$ cat src/hdl/sdr_map.svh
// constants for the two bank synchronous dram command core
`ifndef SDR_MAP_SVH
`define SDR_MAP_SVH

// pin and column widths
`define SDR_ADDR_W 12
`define SDR_DQ_W 16
`define SDR_COL_W 8
// address fields of a command
`define SDR_A_BANK 11
`define SDR_A_AUTOPRE 10
`define SDR_A_COL 7:0
// operating mode word fields
`define SDR_F_WMODE 11:9
`define SDR_F_LAT 6:4
`define SDR_F_BTYPE 3
`define SDR_F_BLEN 2:0
// operating mode word after reset
`define SDR_MODE_RST 12'h020
// write mode codes
`define SDR_WM_BURST 3'h0
`define SDR_WM_SINGLE 3'h1
// burst length codes
`define SDR_BL_1 3'h0
`define SDR_BL_2 3'h1
`define SDR_BL_4 3'h2
`define SDR_BL_8 3'h3
`define SDR_BL_PAGE 3'h7
// read latency codes
`define SDR_LAT_2 3'h2
`define SDR_LAT_3 3'h3
// access stream word: write flag, bank, column, data, byte masks
`define SDR_ACC_W 28
`define SDR_ACC_DEPTH 8

`endif

$ cat src/hdl/sdr_pkg.sv
// types shared by the dram command core
package sdr_pkg;

    // per bank state, one-hot
    typedef enum logic [5:0] {
        SDR_B_IDLE = 6'h01,
        SDR_B_ACT  = 6'h02,
        SDR_B_RD   = 6'h04,
        SDR_B_WR   = 6'h08,
        SDR_B_RDP  = 6'h10,
        SDR_B_WRP  = 6'h20
    } sdr_bank_t;

    // power state, one-hot
    typedef enum logic [2:0] {
        SDR_P_RUN  = 3'h1,
        SDR_P_DOWN = 3'h2,
        SDR_P_SELF = 3'h4
    } sdr_pwr_t;

    // decoded command
    typedef enum logic [3:0] {
        SDR_C_DESEL = 4'h0,
        SDR_C_NOP   = 4'h1,
        SDR_C_STOP  = 4'h2,
        SDR_C_READ  = 4'h3,
        SDR_C_WRITE = 4'h4,
        SDR_C_ACT   = 4'h5,
        SDR_C_PRE   = 4'h6,
        SDR_C_REF   = 4'h7,
        SDR_C_MODE  = 4'h8
    } sdr_cmd_t;

endpackage

$ cat src/hdl/sdr_sync.sv
// two flip-flop synchroniser for a group of pin inputs
`timescale 1ns/10ps
`default_nettype none

module sdr_sync #(
    parameter int W = 1
) (
    input wire logic clk_i,
    input wire logic rst_i,
    input wire logic [W-1:0] d_i,
    output logic [W-1:0] q_o
);
    logic [W-1:0] meta_ff;
    logic [W-1:0] q_ff;
    logic [W-1:0] nxt_meta;
    logic [W-1:0] nxt_q;

    // first stage feeds only the second
    always_comb begin
        nxt_meta = d_i;
        nxt_q = meta_ff;
        if (rst_i) begin
            nxt_meta = '0;
            nxt_q = '0;
        end
    end

    always_ff @(posedge clk_i) begin
        meta_ff <= nxt_meta;
        q_ff <= nxt_q;
    end

    assign q_o = q_ff;
endmodule

`default_nettype wire

$ cat src/hdl/sdr_fifo.sv
// access stream fifo with valid and ready on both sides
`timescale 1ns/10ps
`default_nettype none

module sdr_fifo #(
    parameter int W = 28,
    parameter int D = 8
) (
    input wire logic clk_i,
    input wire logic rst_i,
    input wire logic in_valid_i,
    output logic in_ready_o,
    input wire logic [W-1:0] in_data_i,
    output logic out_valid_o,
    input wire logic out_ready_i,
    output logic [W-1:0] out_data_o
);
    localparam int AW = $clog2(D);
    logic [W-1:0] mem [D];
    logic [AW-1:0] wp_ff, rp_ff, nxt_wp, nxt_rp;
    logic [AW:0] cnt_ff, nxt_cnt;
    logic push, pop;

    // pointer and level update
    always_comb begin
        push = in_valid_i && (cnt_ff != (AW+1)'(D)); // full refuses
        pop = out_ready_i && (cnt_ff != '0);
        nxt_wp = push ? wp_ff + 1'b1 : wp_ff;
        nxt_rp = pop ? rp_ff + 1'b1 : rp_ff;
        nxt_cnt = cnt_ff + {{AW{1'b0}}, push} - {{AW{1'b0}}, pop};
        if (rst_i) begin
            nxt_wp = '0;
            nxt_rp = '0;
            nxt_cnt = '0;
        end
    end

    always_ff @(posedge clk_i) begin
        wp_ff <= nxt_wp;
        rp_ff <= nxt_rp;
        cnt_ff <= nxt_cnt;
        if (push) begin
            mem[wp_ff] <= in_data_i;
        end
    end

    assign in_ready_o = (cnt_ff != (AW+1)'(D));
    assign out_valid_o = (cnt_ff != '0);
    assign out_data_o = mem[rp_ff];
endmodule

`default_nettype wire

$ cat src/hdl/sdr_core.sv
// command core of a two bank synchronous dram
// Notes on behaviour
// - rising clock enable wakes the device without waiting for a link edge
// - read and write take column from low bits; address bits 8 and 9 ignored
// - each bank tracked separately; next state from command and bank bit
// - activate on idle bank latches row, bit 11 picks bank, goes active
// - read with bit 10 high closes bank after burst; low keeps it active
// - write with bit 10 high closes bank after burst; low keeps it active
// - mode load takes address 11..0: options, latency, type, length
// - first read word appears after the programmed read latency
// - burst starts at the given column; following columns made inside
// - burst lengths one, two, four, eight words or full page
// - burst order sequential or interleaved by the burst type bit
// - write mode code zero gives write bursts of programmed length
// - write burst starts on the command cycle with its own column and bank
// - write mode code one writes single column; reads keep burst length
// - commands, address and masks sampled on the rising link clock edge
// - clock enable low with banks idle enters power down, or self refresh on a refresh command, inputs ignored
`timescale 1ns/10ps
`default_nettype none
`include "sdr_map.svh"

module sdr_core (
    input wire logic core_clk_i,
    input wire logic reset_i,
    input wire logic sd_clk_i,
    input wire logic cke_i,
    input wire logic cs_n_i,
    input wire logic ras_n_i,
    input wire logic cas_n_i,
    input wire logic we_n_i,
    input wire logic [`SDR_ADDR_W-1:0] addr_i,
    input wire logic low_byte_mask_i,
    input wire logic high_byte_mask_i,
    input wire logic [`SDR_DQ_W-1:0] dq_i,
    output logic [`SDR_DQ_W-1:0] dq_o,
    output logic dq_oe_o,
    input wire logic [`SDR_DQ_W-1:0] rdat_i,
    output logic acc_valid_o,
    input wire logic acc_ready_i,
    output logic [`SDR_ACC_W-1:0] acc_data_o,
    output logic [5:0] bank0_state_o,
    output logic [5:0] bank1_state_o,
    output logic [`SDR_ADDR_W-1:0] mode_word_o,
    output logic power_down_o,
    output logic self_refresh_o,
    output logic overflow_o
);
    localparam int SW = 36;
    logic [SW-1:0] pins_s;
    logic clk_s, cke_s, cs_n_s, ras_n_s, cas_n_s, we_n_s, lm_s, hm_s;
    logic [`SDR_ADDR_W-1:0] addr_s;
    logic [`SDR_DQ_W-1:0] dq_s;

    // every pin passes two flip-flops before use
    sdr_sync #(.W(SW)) u_sync (
        .clk_i(core_clk_i),
        .rst_i(reset_i),
        .d_i({sd_clk_i, cke_i, cs_n_i, ras_n_i, cas_n_i, we_n_i, addr_i,
              low_byte_mask_i, high_byte_mask_i, dq_i}),
        .q_o(pins_s)
    );
    assign {clk_s, cke_s, cs_n_s, ras_n_s, cas_n_s, we_n_s, addr_s,
            lm_s, hm_s, dq_s} = pins_s;

    // command decode from select and strobes
    function automatic sdr_pkg::sdr_cmd_t decode(input logic cs_n,
        input logic ras_n, input logic cas_n, input logic we_n);
        if (cs_n) begin
            return sdr_pkg::SDR_C_DESEL;
        end
        unique case ({ras_n, cas_n, we_n})
            3'h7: return sdr_pkg::SDR_C_NOP;
            3'h6: return sdr_pkg::SDR_C_STOP;
            3'h5: return sdr_pkg::SDR_C_READ;
            3'h4: return sdr_pkg::SDR_C_WRITE;
            3'h3: return sdr_pkg::SDR_C_ACT;
            3'h2: return sdr_pkg::SDR_C_PRE;
            3'h1: return sdr_pkg::SDR_C_REF;
            3'h0: return sdr_pkg::SDR_C_MODE;
        endcase
    endfunction

    // burst length in words; reserved codes give one word
    function automatic logic [8:0] burst_len(input logic [2:0] code);
        unique case (code)
            `SDR_BL_2: return 9'h002;
            `SDR_BL_4: return 9'h004;
            `SDR_BL_8: return 9'h008;
            `SDR_BL_PAGE: return 9'h100;
            default: return 9'h001;
        endcase
    endfunction

    // column of beat idx: wrap inside the burst block
    function automatic logic [7:0] burst_col(input logic [7:0] start,
        input logic [7:0] idx, input logic [8:0] len, input logic ilv);
        logic [7:0] msk;
        logic [7:0] off;
        msk = 8'(len - 9'h001);
        off = ilv ? ((start ^ idx) & msk) : (8'(start + idx) & msk);
        return (start & ~msk) | off;
    endfunction

    // bank state once its burst is over
    function automatic sdr_pkg::sdr_bank_t finish(input sdr_pkg::sdr_bank_t b);
        if (b == sdr_pkg::SDR_B_RDP || b == sdr_pkg::SDR_B_WRP) begin
            return sdr_pkg::SDR_B_IDLE;
        end
        if (b == sdr_pkg::SDR_B_RD || b == sdr_pkg::SDR_B_WR) begin
            return sdr_pkg::SDR_B_ACT;
        end
        return b;
    endfunction

    sdr_pkg::sdr_pwr_t pwr_ff, nxt_pwr;
    sdr_pkg::sdr_bank_t bank_ff [2];
    sdr_pkg::sdr_bank_t nxt_bank [2];
    sdr_pkg::sdr_cmd_t cmd;
    logic [`SDR_ADDR_W-1:0] mode_ff, nxt_mode;
    logic [`SDR_ADDR_W-2:0] row_ff [2];
    logic [`SDR_ADDR_W-2:0] nxt_row [2];
    logic clk_d_ff, le, run, bsel, both_idle, act_ok;
    logic bst_ff, nxt_bst, bwr_ff, nxt_bwr, bbank_ff, nxt_bbank;
    logic [7:0] bstart_ff, nxt_bstart;
    logic [8:0] bidx_ff, nxt_bidx, blen_ff, nxt_blen, len_rd;
    logic [3:0] pipe_ff, nxt_pipe;
    logic dq_oe_ff, nxt_dq_oe, ovf_ff, nxt_ovf;
    logic [`SDR_DQ_W-1:0] dq_ff, nxt_dq;
    logic beat, beat_wr, beat_bank, rd_go, wr_go, push, fifo_rdy;
    logic [7:0] beat_col;
    logic [1:0] lat_idx;

    // rising link clock edge seen from the synchronised copy
    assign le = clk_s && !clk_d_ff;
    assign run = (pwr_ff == sdr_pkg::SDR_P_RUN) && cke_s;
    assign cmd = decode(cs_n_s, ras_n_s, cas_n_s, we_n_s);
    assign bsel = addr_s[`SDR_A_BANK];
    assign both_idle = (bank_ff[0] == sdr_pkg::SDR_B_IDLE) &&
                       (bank_ff[1] == sdr_pkg::SDR_B_IDLE) && !bst_ff;
    assign act_ok = bank_ff[bsel] != sdr_pkg::SDR_B_IDLE;
    assign rd_go = le && run && (cmd == sdr_pkg::SDR_C_READ) && act_ok;
    assign wr_go = le && run && (cmd == sdr_pkg::SDR_C_WRITE) && act_ok;
    assign len_rd = burst_len(mode_ff[`SDR_F_BLEN]);
    assign lat_idx = (mode_ff[`SDR_F_LAT] == `SDR_LAT_2) ? 2'h1 : 2'h2;

    // burst, bank, power and mode state
    always_comb begin
        nxt_pwr = pwr_ff;
        nxt_bank = bank_ff;
        nxt_row = row_ff;
        nxt_mode = mode_ff;
        nxt_bst = bst_ff;
        nxt_bwr = bwr_ff;
        nxt_bbank = bbank_ff;
        nxt_bstart = bstart_ff;
        nxt_bidx = bidx_ff;
        nxt_blen = blen_ff;
        beat = 1'b0;
        beat_wr = bwr_ff;
        beat_bank = bbank_ff;
        beat_col = burst_col(bstart_ff, bidx_ff[7:0], blen_ff,
                             mode_ff[`SDR_F_BTYPE]);
        if (pwr_ff != sdr_pkg::SDR_P_RUN) begin
            // wake without a link edge; other inputs ignored meanwhile
            if (cke_s) begin
                nxt_pwr = sdr_pkg::SDR_P_RUN;
            end
        end else if (le && !cke_s) begin
            // clock enable low: sleep when idle, else suspend
            if (both_idle) begin
                nxt_pwr = (cmd == sdr_pkg::SDR_C_REF) ?
                          sdr_pkg::SDR_P_SELF : sdr_pkg::SDR_P_DOWN;
            end
        end else if (le) begin
            // running burst emits its next beat
            if (bst_ff) begin
                beat = 1'b1;
                nxt_bidx = bidx_ff + 9'h001;
                if (blen_ff == 9'h100) begin
                    nxt_bidx = {1'b0, nxt_bidx[7:0]};
                end else if (nxt_bidx == blen_ff) begin
                    nxt_bst = 1'b0;
                    nxt_bank[bbank_ff] = finish(bank_ff[bbank_ff]);
                end
            end
            unique case (cmd)
                sdr_pkg::SDR_C_READ, sdr_pkg::SDR_C_WRITE: begin
                    if (act_ok) begin
                        if (bst_ff && bbank_ff != bsel) begin
                            nxt_bank[bbank_ff] = finish(bank_ff[bbank_ff]);
                        end
                        nxt_bwr = (cmd == sdr_pkg::SDR_C_WRITE);
                        nxt_bbank = bsel;
                        nxt_bstart = addr_s[`SDR_A_COL];
                        nxt_blen = len_rd;
                        if (nxt_bwr &&
                            mode_ff[`SDR_F_WMODE] == `SDR_WM_SINGLE) begin
                            nxt_blen = 9'h001;
                        end
                        // first beat on the command edge itself
                        beat = 1'b1;
                        beat_wr = nxt_bwr;
                        beat_bank = bsel;
                        beat_col = addr_s[`SDR_A_COL];
                        nxt_bidx = 9'h001;
                        nxt_bst = (nxt_blen != 9'h001);
                        if (addr_s[`SDR_A_AUTOPRE]) begin
                            nxt_bank[bsel] = nxt_bwr ? sdr_pkg::SDR_B_WRP :
                                             sdr_pkg::SDR_B_RDP;
                        end else begin
                            nxt_bank[bsel] = nxt_bwr ? sdr_pkg::SDR_B_WR :
                                             sdr_pkg::SDR_B_RD;
                        end
                        if (!nxt_bst) begin
                            nxt_bank[bsel] = finish(nxt_bank[bsel]);
                        end
                    end
                end
                sdr_pkg::SDR_C_STOP: begin
                    if (bst_ff) begin
                        nxt_bst = 1'b0;
                        nxt_bank[bbank_ff] = finish(bank_ff[bbank_ff]);
                    end
                end
                sdr_pkg::SDR_C_ACT: begin
                    if (bank_ff[bsel] == sdr_pkg::SDR_B_IDLE) begin
                        nxt_bank[bsel] = sdr_pkg::SDR_B_ACT;
                        nxt_row[bsel] = addr_s[`SDR_A_BANK-1:0];
                    end
                end
                sdr_pkg::SDR_C_PRE: begin
                    for (int b = 0; b < 2; b++) begin
                        if (addr_s[`SDR_A_AUTOPRE] || bsel == b[0]) begin
                            nxt_bank[b] = sdr_pkg::SDR_B_IDLE;
                            if (bbank_ff == b[0]) begin
                                nxt_bst = 1'b0;
                            end
                        end
                    end
                end
                sdr_pkg::SDR_C_MODE: begin
                    if (both_idle) begin
                        nxt_mode = addr_s;
                    end
                end
                default: begin
                end
            endcase
        end
        if (reset_i) begin
            nxt_pwr = sdr_pkg::SDR_P_RUN;
            nxt_bank[0] = sdr_pkg::SDR_B_IDLE;
            nxt_bank[1] = sdr_pkg::SDR_B_IDLE;
            nxt_mode = `SDR_MODE_RST;
            nxt_bst = 1'b0;
            nxt_bwr = 1'b0;
            nxt_bbank = 1'b0;
            nxt_bidx = '0;
            nxt_blen = 9'h001;
        end
    end

    always_ff @(posedge core_clk_i) begin
        pwr_ff <= nxt_pwr;
        bank_ff <= nxt_bank;
        row_ff <= nxt_row;
        mode_ff <= nxt_mode;
        bst_ff <= nxt_bst;
        bwr_ff <= nxt_bwr;
        bbank_ff <= nxt_bbank;
        bstart_ff <= nxt_bstart;
        bidx_ff <= nxt_bidx;
        blen_ff <= nxt_blen;
    end

    // read latency pipe, read data out, overflow flag
    always_comb begin
        nxt_pipe = pipe_ff;
        nxt_dq_oe = dq_oe_ff;
        nxt_dq = dq_ff;
        nxt_ovf = ovf_ff || (beat && !fifo_rdy);
        if (le && run) begin
            nxt_pipe = {pipe_ff[2:0], beat && !beat_wr};
            nxt_dq_oe = nxt_pipe[lat_idx];
            nxt_dq = rdat_i;
        end
        if (reset_i) begin
            nxt_pipe = '0;
            nxt_dq_oe = 1'b0;
            nxt_dq = '0;
            nxt_ovf = 1'b0;
        end
    end

    always_ff @(posedge core_clk_i) begin
        clk_d_ff <= reset_i ? 1'b0 : clk_s;
        pipe_ff <= nxt_pipe;
        dq_oe_ff <= nxt_dq_oe;
        dq_ff <= nxt_dq;
        ovf_ff <= nxt_ovf;
    end

    // beats go to storage through the fifo; full drops and flags
    assign push = beat && fifo_rdy;
    sdr_fifo #(.W(`SDR_ACC_W), .D(`SDR_ACC_DEPTH)) u_fifo (
        .clk_i(core_clk_i),
        .rst_i(reset_i),
        .in_valid_i(push),
        .in_ready_o(fifo_rdy),
        .in_data_i({beat_wr, beat_bank, beat_col, dq_s, hm_s, lm_s}),
        .out_valid_o(acc_valid_o),
        .out_ready_i(acc_ready_i),
        .out_data_o(acc_data_o)
    );

    assign dq_o = dq_ff;
    assign dq_oe_o = dq_oe_ff;
    assign bank0_state_o = bank_ff[0];
    assign bank1_state_o = bank_ff[1];
    assign mode_word_o = mode_ff;
    assign power_down_o = (pwr_ff == sdr_pkg::SDR_P_DOWN);
    assign self_refresh_o = (pwr_ff == sdr_pkg::SDR_P_SELF);
    assign overflow_o = ovf_ff;
endmodule

`default_nettype wire

$ cat config.mk
export PLATFORM = sky130hd
export DESIGN_NAME = sdr_core
export DESIGN_NICKNAME = d
export VERILOG_FILES = /design/src/hdl/sdr_pkg.sv /design/src/hdl/sdr_sync.sv /design/src/hdl/sdr_fifo.sv /design/src/hdl/sdr_core.sv
export VERILOG_INCLUDE_DIRS = /design/src /design/src/hdl
export SDC_FILE = /design/constraint.sdc
export NUM_CORES = 1
export LEC_CHECK = 0
export ABC_AREA = 1
export BUFFER_PORTS_ARGS = -buffer_cell sky130_fd_sc_hd__buf_2
export CAP_MARGIN = 30
export CORE_UTILIZATION = 40
export DETAILED_ROUTE_END_ITERATION = 10
export SYNTH_ARGS = -nofsm -noshare
export SYNTH_HDL_FRONTEND = slang
export SYNTH_HIERARCHICAL = 1
export SYNTH_SLANG_ARGS = --single-unit
$ cat constraint.sdc
create_clock -name core_clk_i -period 13.88 [get_ports core_clk_i]
set_input_delay 1.388 -clock core_clk_i [delete_from_list [all_inputs] [get_ports core_clk_i]]
set_output_delay 1.388 -clock core_clk_i [all_outputs]
set_load 0.005 [all_outputs]
---- After elaboration in Yosys (flattened, before gate mapping) ----
Memories as Yosys holds them, arrays and structs flattened. A register that Yosys moved wholly into a read port is not among the register bits.
Index checks and enable logic that the tools add are counted.
word-level totals
  register bits ........................... 160
  bits in writable memories ............... 224
  bits in read-only memories .............. 32
  bits of input ports ..................... 55
  output and inout bits ................... 73
  word-level logic and storage cells ...... 312
  memories kept ........................... 2
memory list
  memory            words  bits a word  rd ports  clocked after memory_dff  wr ports  line            source
  u_fifo.mem        8      28           1         1                         1         sdr_fifo.sv:19  logic [W-1:0] mem [D];
  (name not given)  8      4            1         1                         0         sdr_core.sv:72  unique case ({ras_n, cas_n, we_n})
operators by class
  add/subtract/negate cells ............... 7
  magnitude comparators ................... 5
  equality and inequality tests ........... 35
  muxes and demuxes ....................... 194
  bitwise operators ....................... 14
  reduce and logical (&&, ||, !) cells .... 35
operators by type and width
  cell                                                             number
  6-bit two-way mux                                                49
  12-bit two-way mux                                               22
  9-bit two-way mux                                                10
  1-bit two-way mux                                                83
  12-bit bitwise mux                                               6
  8-bit two-way mux                                                6
  12-bit case mux with 4 select lines                              1
  9-bit case mux with 4 select lines                               1
  8-bit AND                                                        3
  3-bit two-way mux                                                8
  6-bit by 1-bit == test with 1-bit output, second input constant  3
  4-bit by 3-bit == test with 1-bit output, second input constant  4
  1-bit logical AND                                                15
  6-bit demux with 1-bit select                                    2
  3-bit by 2-bit == test with 1-bit output, second input constant  4
  6-bit by 3-bit == test with 1-bit output, second input constant  2
  6-bit by 4-bit == test with 1-bit output, second input constant  2
  6-bit by 5-bit == test with 1-bit output, second input constant  2
  6-bit == test, second input constant                             2
  4-bit two-way mux                                                3
  10-bit AND                                                       1
  10-bit NOT                                                       1
  5-bit AND reduction                                              2
  9-bit by 1-bit adder with 9-bit output, second input constant    1
  other kinds (35)                                                 57

---- Longest topological paths before layout ----
  word-level depth ........................ 80
  depth in mapped cells ................... 23
  mapped depth without buffers ............ 21

---- Hierarchy ----
Netlist, hierarchy kept.
by module, submodules not included
  module    instances  cells an instance  area each (sq um)  sequential area each (sq um)
  sdr_fifo  1          1063               10463.8            6986.7
  sdr_core  1          785                5142.4             1541.5
  sdr_sync  1          224                2072.0             1441.4

---- Least setup slack after synthesis ----
Ideal clock, no wire load.
  path kind ............................... reg-to-reg
  from .................................... register u_sync/q_o[30] (netlist name)
  to ...................................... memory u_fifo.mem[6][0], enable pin
  library setup time ...................... 0.448 ns
  arrival time ............................ 4.206 ns
  required time ........................... 13.432 ns
  slack ................................... 9.225 ns
  cell stages (with the launch flop) ...... 18
  buffers on the path ..................... 2
  clock period less this slack ............ 4.655 ns
  path through ............................ dfxtp_1 inv_1 ha_1 inv_2 nor2_2 inv_2 nand2_2 nor2_8 inv_4 nand2_8 nand2_4 nor2_8 inv_2 buf_6 buf_6 a21oi_1 nand2_1 nor3_1
RTL lines
  item           line
  end, declared  sdr_fifo.sv:19

==> run_results.csv <==
group,metric,value,unit
sta,rsz0062_at_grt,"no",
drt,drc,0,
sta,finalCritPeriodShare,31.7,%
placed_design,portBuffers,127,
job,drv_cap,0,
cells_and_area,antennaDiodeCount,0,
placed_design,placed_cell_area,18700,um^2
cells_and_area,design_area,20100,um^2
floorplan,design.die.area,45000,um^2
critical_path,worstSetupEndpointType,"output pin",
critical_path,crit_family,"buffers and inverters",
critical_path,worst-path-stages,8,
grt,grt-ovfl-total,0,
yosys,synth_cell_types,54,
drt,drt_pre_antenna_iters,7,
floorplan,core_area,43400,um^2
clocking,clk_latency,0.57,ns
drt,vias,13400,
yosys,synth.net_count,2149,
drt,wl_met2,19700,um
clocking,clock_tree.root_cell,"clkbuf_16",
yosys,ys_warn_count,6,
critical_path,startpoint_type,"register",
drt,wl,42200,um
critical_path,cp_cell_sequence,"buf_4 > inv_1 > buf_4 > nand3_1 > nand2_1 > nand2_1 > nand2_1 > buf_2",
hold_path,min_path_cells,2,
outcome,status,"complete, no violations",
floorplan,rows,76,
drt,wl_met1,19500,um
sta,clock-skew-final,0.0296,ns
grt,grt_use_total,19.0,%
sta,relSlewSlack,32.4,%
cells_and_area,final_nets,2259,
cells_and_area,syn2layout_area_growth,14.0,%
yosys,ys_ff_latch,382,
clocking,cts_tree,"built",
floorplan,die_h,212,um
grt,grt_pass1_wl,66900,um
cells_and_area,drive_gt1_share,12.9,%
placed_design,dp_hpwl,25900,um
critical_path,slowest_delay,0.61,ns
clocking,clkSinkCount,382,
grt,grt_pass1_vias,12900,
yosys,yosysTopAreaCellShare,39.4,%
yosys,synth_ff_type,"edfxtp_1",
sta,setup_tns,0,ns
clocking,cts-buffers-inserted,43,
cells_and_area,fillerInstances,4239,
critical_path,cpMostUsedCell,"nand2_1",
yosys,yosys.area.top_type,"edfxtp_1",
critical_path,path_max_fanout,57,
critical_path,path_class,"register to output pin",
power_and_ir_drop,vdd_drop_max,0.0000875,V
floorplan,ios,128,
clocking,h-tree-depth,2,
yosys,netlist_instances,2072,
drt,via_per_inst,4.78,
clocking,clk_transition_reported_paths,0.06,ns
power_and_ir_drop,pwr_density_cell,145,nW/um^2
sta,post-route-min-period,4.40,ns
sta,timing.fmax,227,MHz
critical_path,slowest_stage,"buf_4",
yosys,synthArstFlopShare,0,%
floorplan,die_width,212,um
power_and_ir_drop,leakage,0.00926,uW
critical_path,cp.arrival,3.01,ns
clocking,cts-resized-gates,0,
yosys,avgSynthCellArea,8.53,um^2
drt,wl_met3,1980,um
critical_path,cp_data_required_time,12.49,ns
sta,tightest_slew,1.01,ns
floorplan,initial_utilization,40.8,%
critical_path,ff2ff_path_depth,13,
drt,wl_per_cell,15.1,um
drt,drtAntennaViolNets,0,
placed_design,gp_congestion,0.929,
drt,top_layer,"met4",
sta,setup_viol,0,
sta,hold_viol,0,
yosys,synth_edf_count,232,
clocking,postCtsSetupBuffers,0,
hold_path,hold_class,"register to register",
sta,slew_viol_final,0,
yosys,synth_area_leaders,"edfxtp_1 39%, dfxtp_1 17%, nand2_1 12%, inv_1 8.2%, nand3_1 4.8%",
drt,drt-initial-drc-count,1011,
grt,grt_max_degree,89,
yosys,yosysSeqAreaShare,56.4,%
clocking,clockBufferDepth,3,
grt,antenna_found_initial,0,
yosys,netlist_area,17700,um^2
critical_path,cp_num_buf_inv,4,
clocking,cts_hold_buf,0,
cell families (layout without fill, tap and decap cells):
group	Yosys count	after routing	share of synthesized area, %
adder cells (fa/ha/maj)	23	23	1.70
flip-flops	382	382	56.4
AND/OR/NAND/NOR	999	999	24.4
multiplexers	1	1	0.0566
AO/OA/AOI/OAI	170	170	5.45
XOR/XNOR	7	7	0.347
buffers and inverters	490	633	11.6
synth_stat cells, types with 3 or more instances:
master and count:
buf_2 32, o21ai_0 49, buf_6 21, buf_4 4
o211ai_1 12, nand2_2 12, o21ai_2 4, nor2_2 8
nand4_1 15, nor2_8 5, inv_1 386, dfxtp_1 150
clkbuf_1 20, nand3_1 170, o21ai_1 12, xor2_1 4
nor3_1 18, o22ai_1 4, xnor2_1 3, nor2_1 179
a21oi_1 60, a211oi_1 10, nand3_2 4, nand2_1 569
nor2_4 3, ha_1 20, inv_2 18, edfxtp_1 232
buf_1 5, a31oi_1 11, or2_1 3
flip-flops by register name (all words and copies together) (netlist names), named ones only:
name / cells
bank0_state_o: 6
bank1_state_o: 6
bbank_ff: 1
bidx_ff: 9
blen_ff: 5
bst_ff: 1
bstart_ff: 8
bwr_ff: 1
clk_d_ff: 1
dq_o: 16
dq_oe_o: 1
mode_word_o: 12
overflow_o: 1
pipe_ff: 2
pwr_ff: 3
u_fifo/cnt_ff: 4
u_fifo/mem: 224
u_fifo/rp_ff: 3
u_fifo/wp_ff: 3
u_sync/meta_ff: 36
u_sync/q_o: 36
per-stage QoR:
step	cells	worst slack [ns]	power, uW	util, %	hold slack [ns]
floorplan	2072	9.23	1650	-	0.388
global placement	2719	10.03	1790	43.1	0.392
detailed placement	2721	9.93	1800	43.1	0.392
CTS	2799	9.50	2960	46.4	0.400
global route	2800	9.32	3070	46.5	0.411
finish	2800	9.48	2920	46.5	0.400
final timing paths:
path / end / slack [ns] / startpoint
worst max register to register: u_fifo/mem[1][24] / 9.87 / u_sync/q_o[30]
worst min-delay path: u_sync/q_o[25] / 0.40 / u_sync/meta_ff[25]
worst min register to register: u_sync/q_o[25] / 0.40 / u_sync/meta_ff[25]
worst max-delay path: acc_data_o[25] / 9.48 / register
layout by cell type (no fill, tap or decap), types with 13 or more instances in the layout:
master / count
nand2_1: 569
clkbuf_1: 13
inv_1: 386
buf_2: 127
inv_2: 18
buf_4: 19
o21ai_0: 49
ha_1: 20
edfxtp_1: 232
a21oi_1: 60
nand4_1: 15
nand3_1: 170
clkbuf_16: 43
nor2_1: 175
nor3_1: 14
dfxtp_1: 148
worst min-delay path, cell delays in order, from the launching register on:
cell	delay, ns
dfxtp_1	0.29
inv_1	0.04
nor2_1	0.03
where the power goes:
part / total (uW) / internal [uW] / switching [uW]
clock network: 1140 / 695 / 449
registers: 1250 / 1220 / 25.7
logic: 526 / 177 / 349
cell type report:
class	instances	area, um^2	share of cell area, %
multi-input combinational	1200	5680	28.2
tap	585	732	3.63
clock inverter	13	186	0.925
sequential	382	9970	49.5
timing repair buffer	147	786	3.90
inverter	408	1540	7.63
clock buffer	65	1250	6.20
per-layer routing:
layer  track usage [%]  vias up
met2              31.5      344
met4              6.20        0
met1              25.0     6227
met3              3.44       74
li1                  -     6735
met5                 0        -
Note: power is estimated with default switching activity, not from simulation.
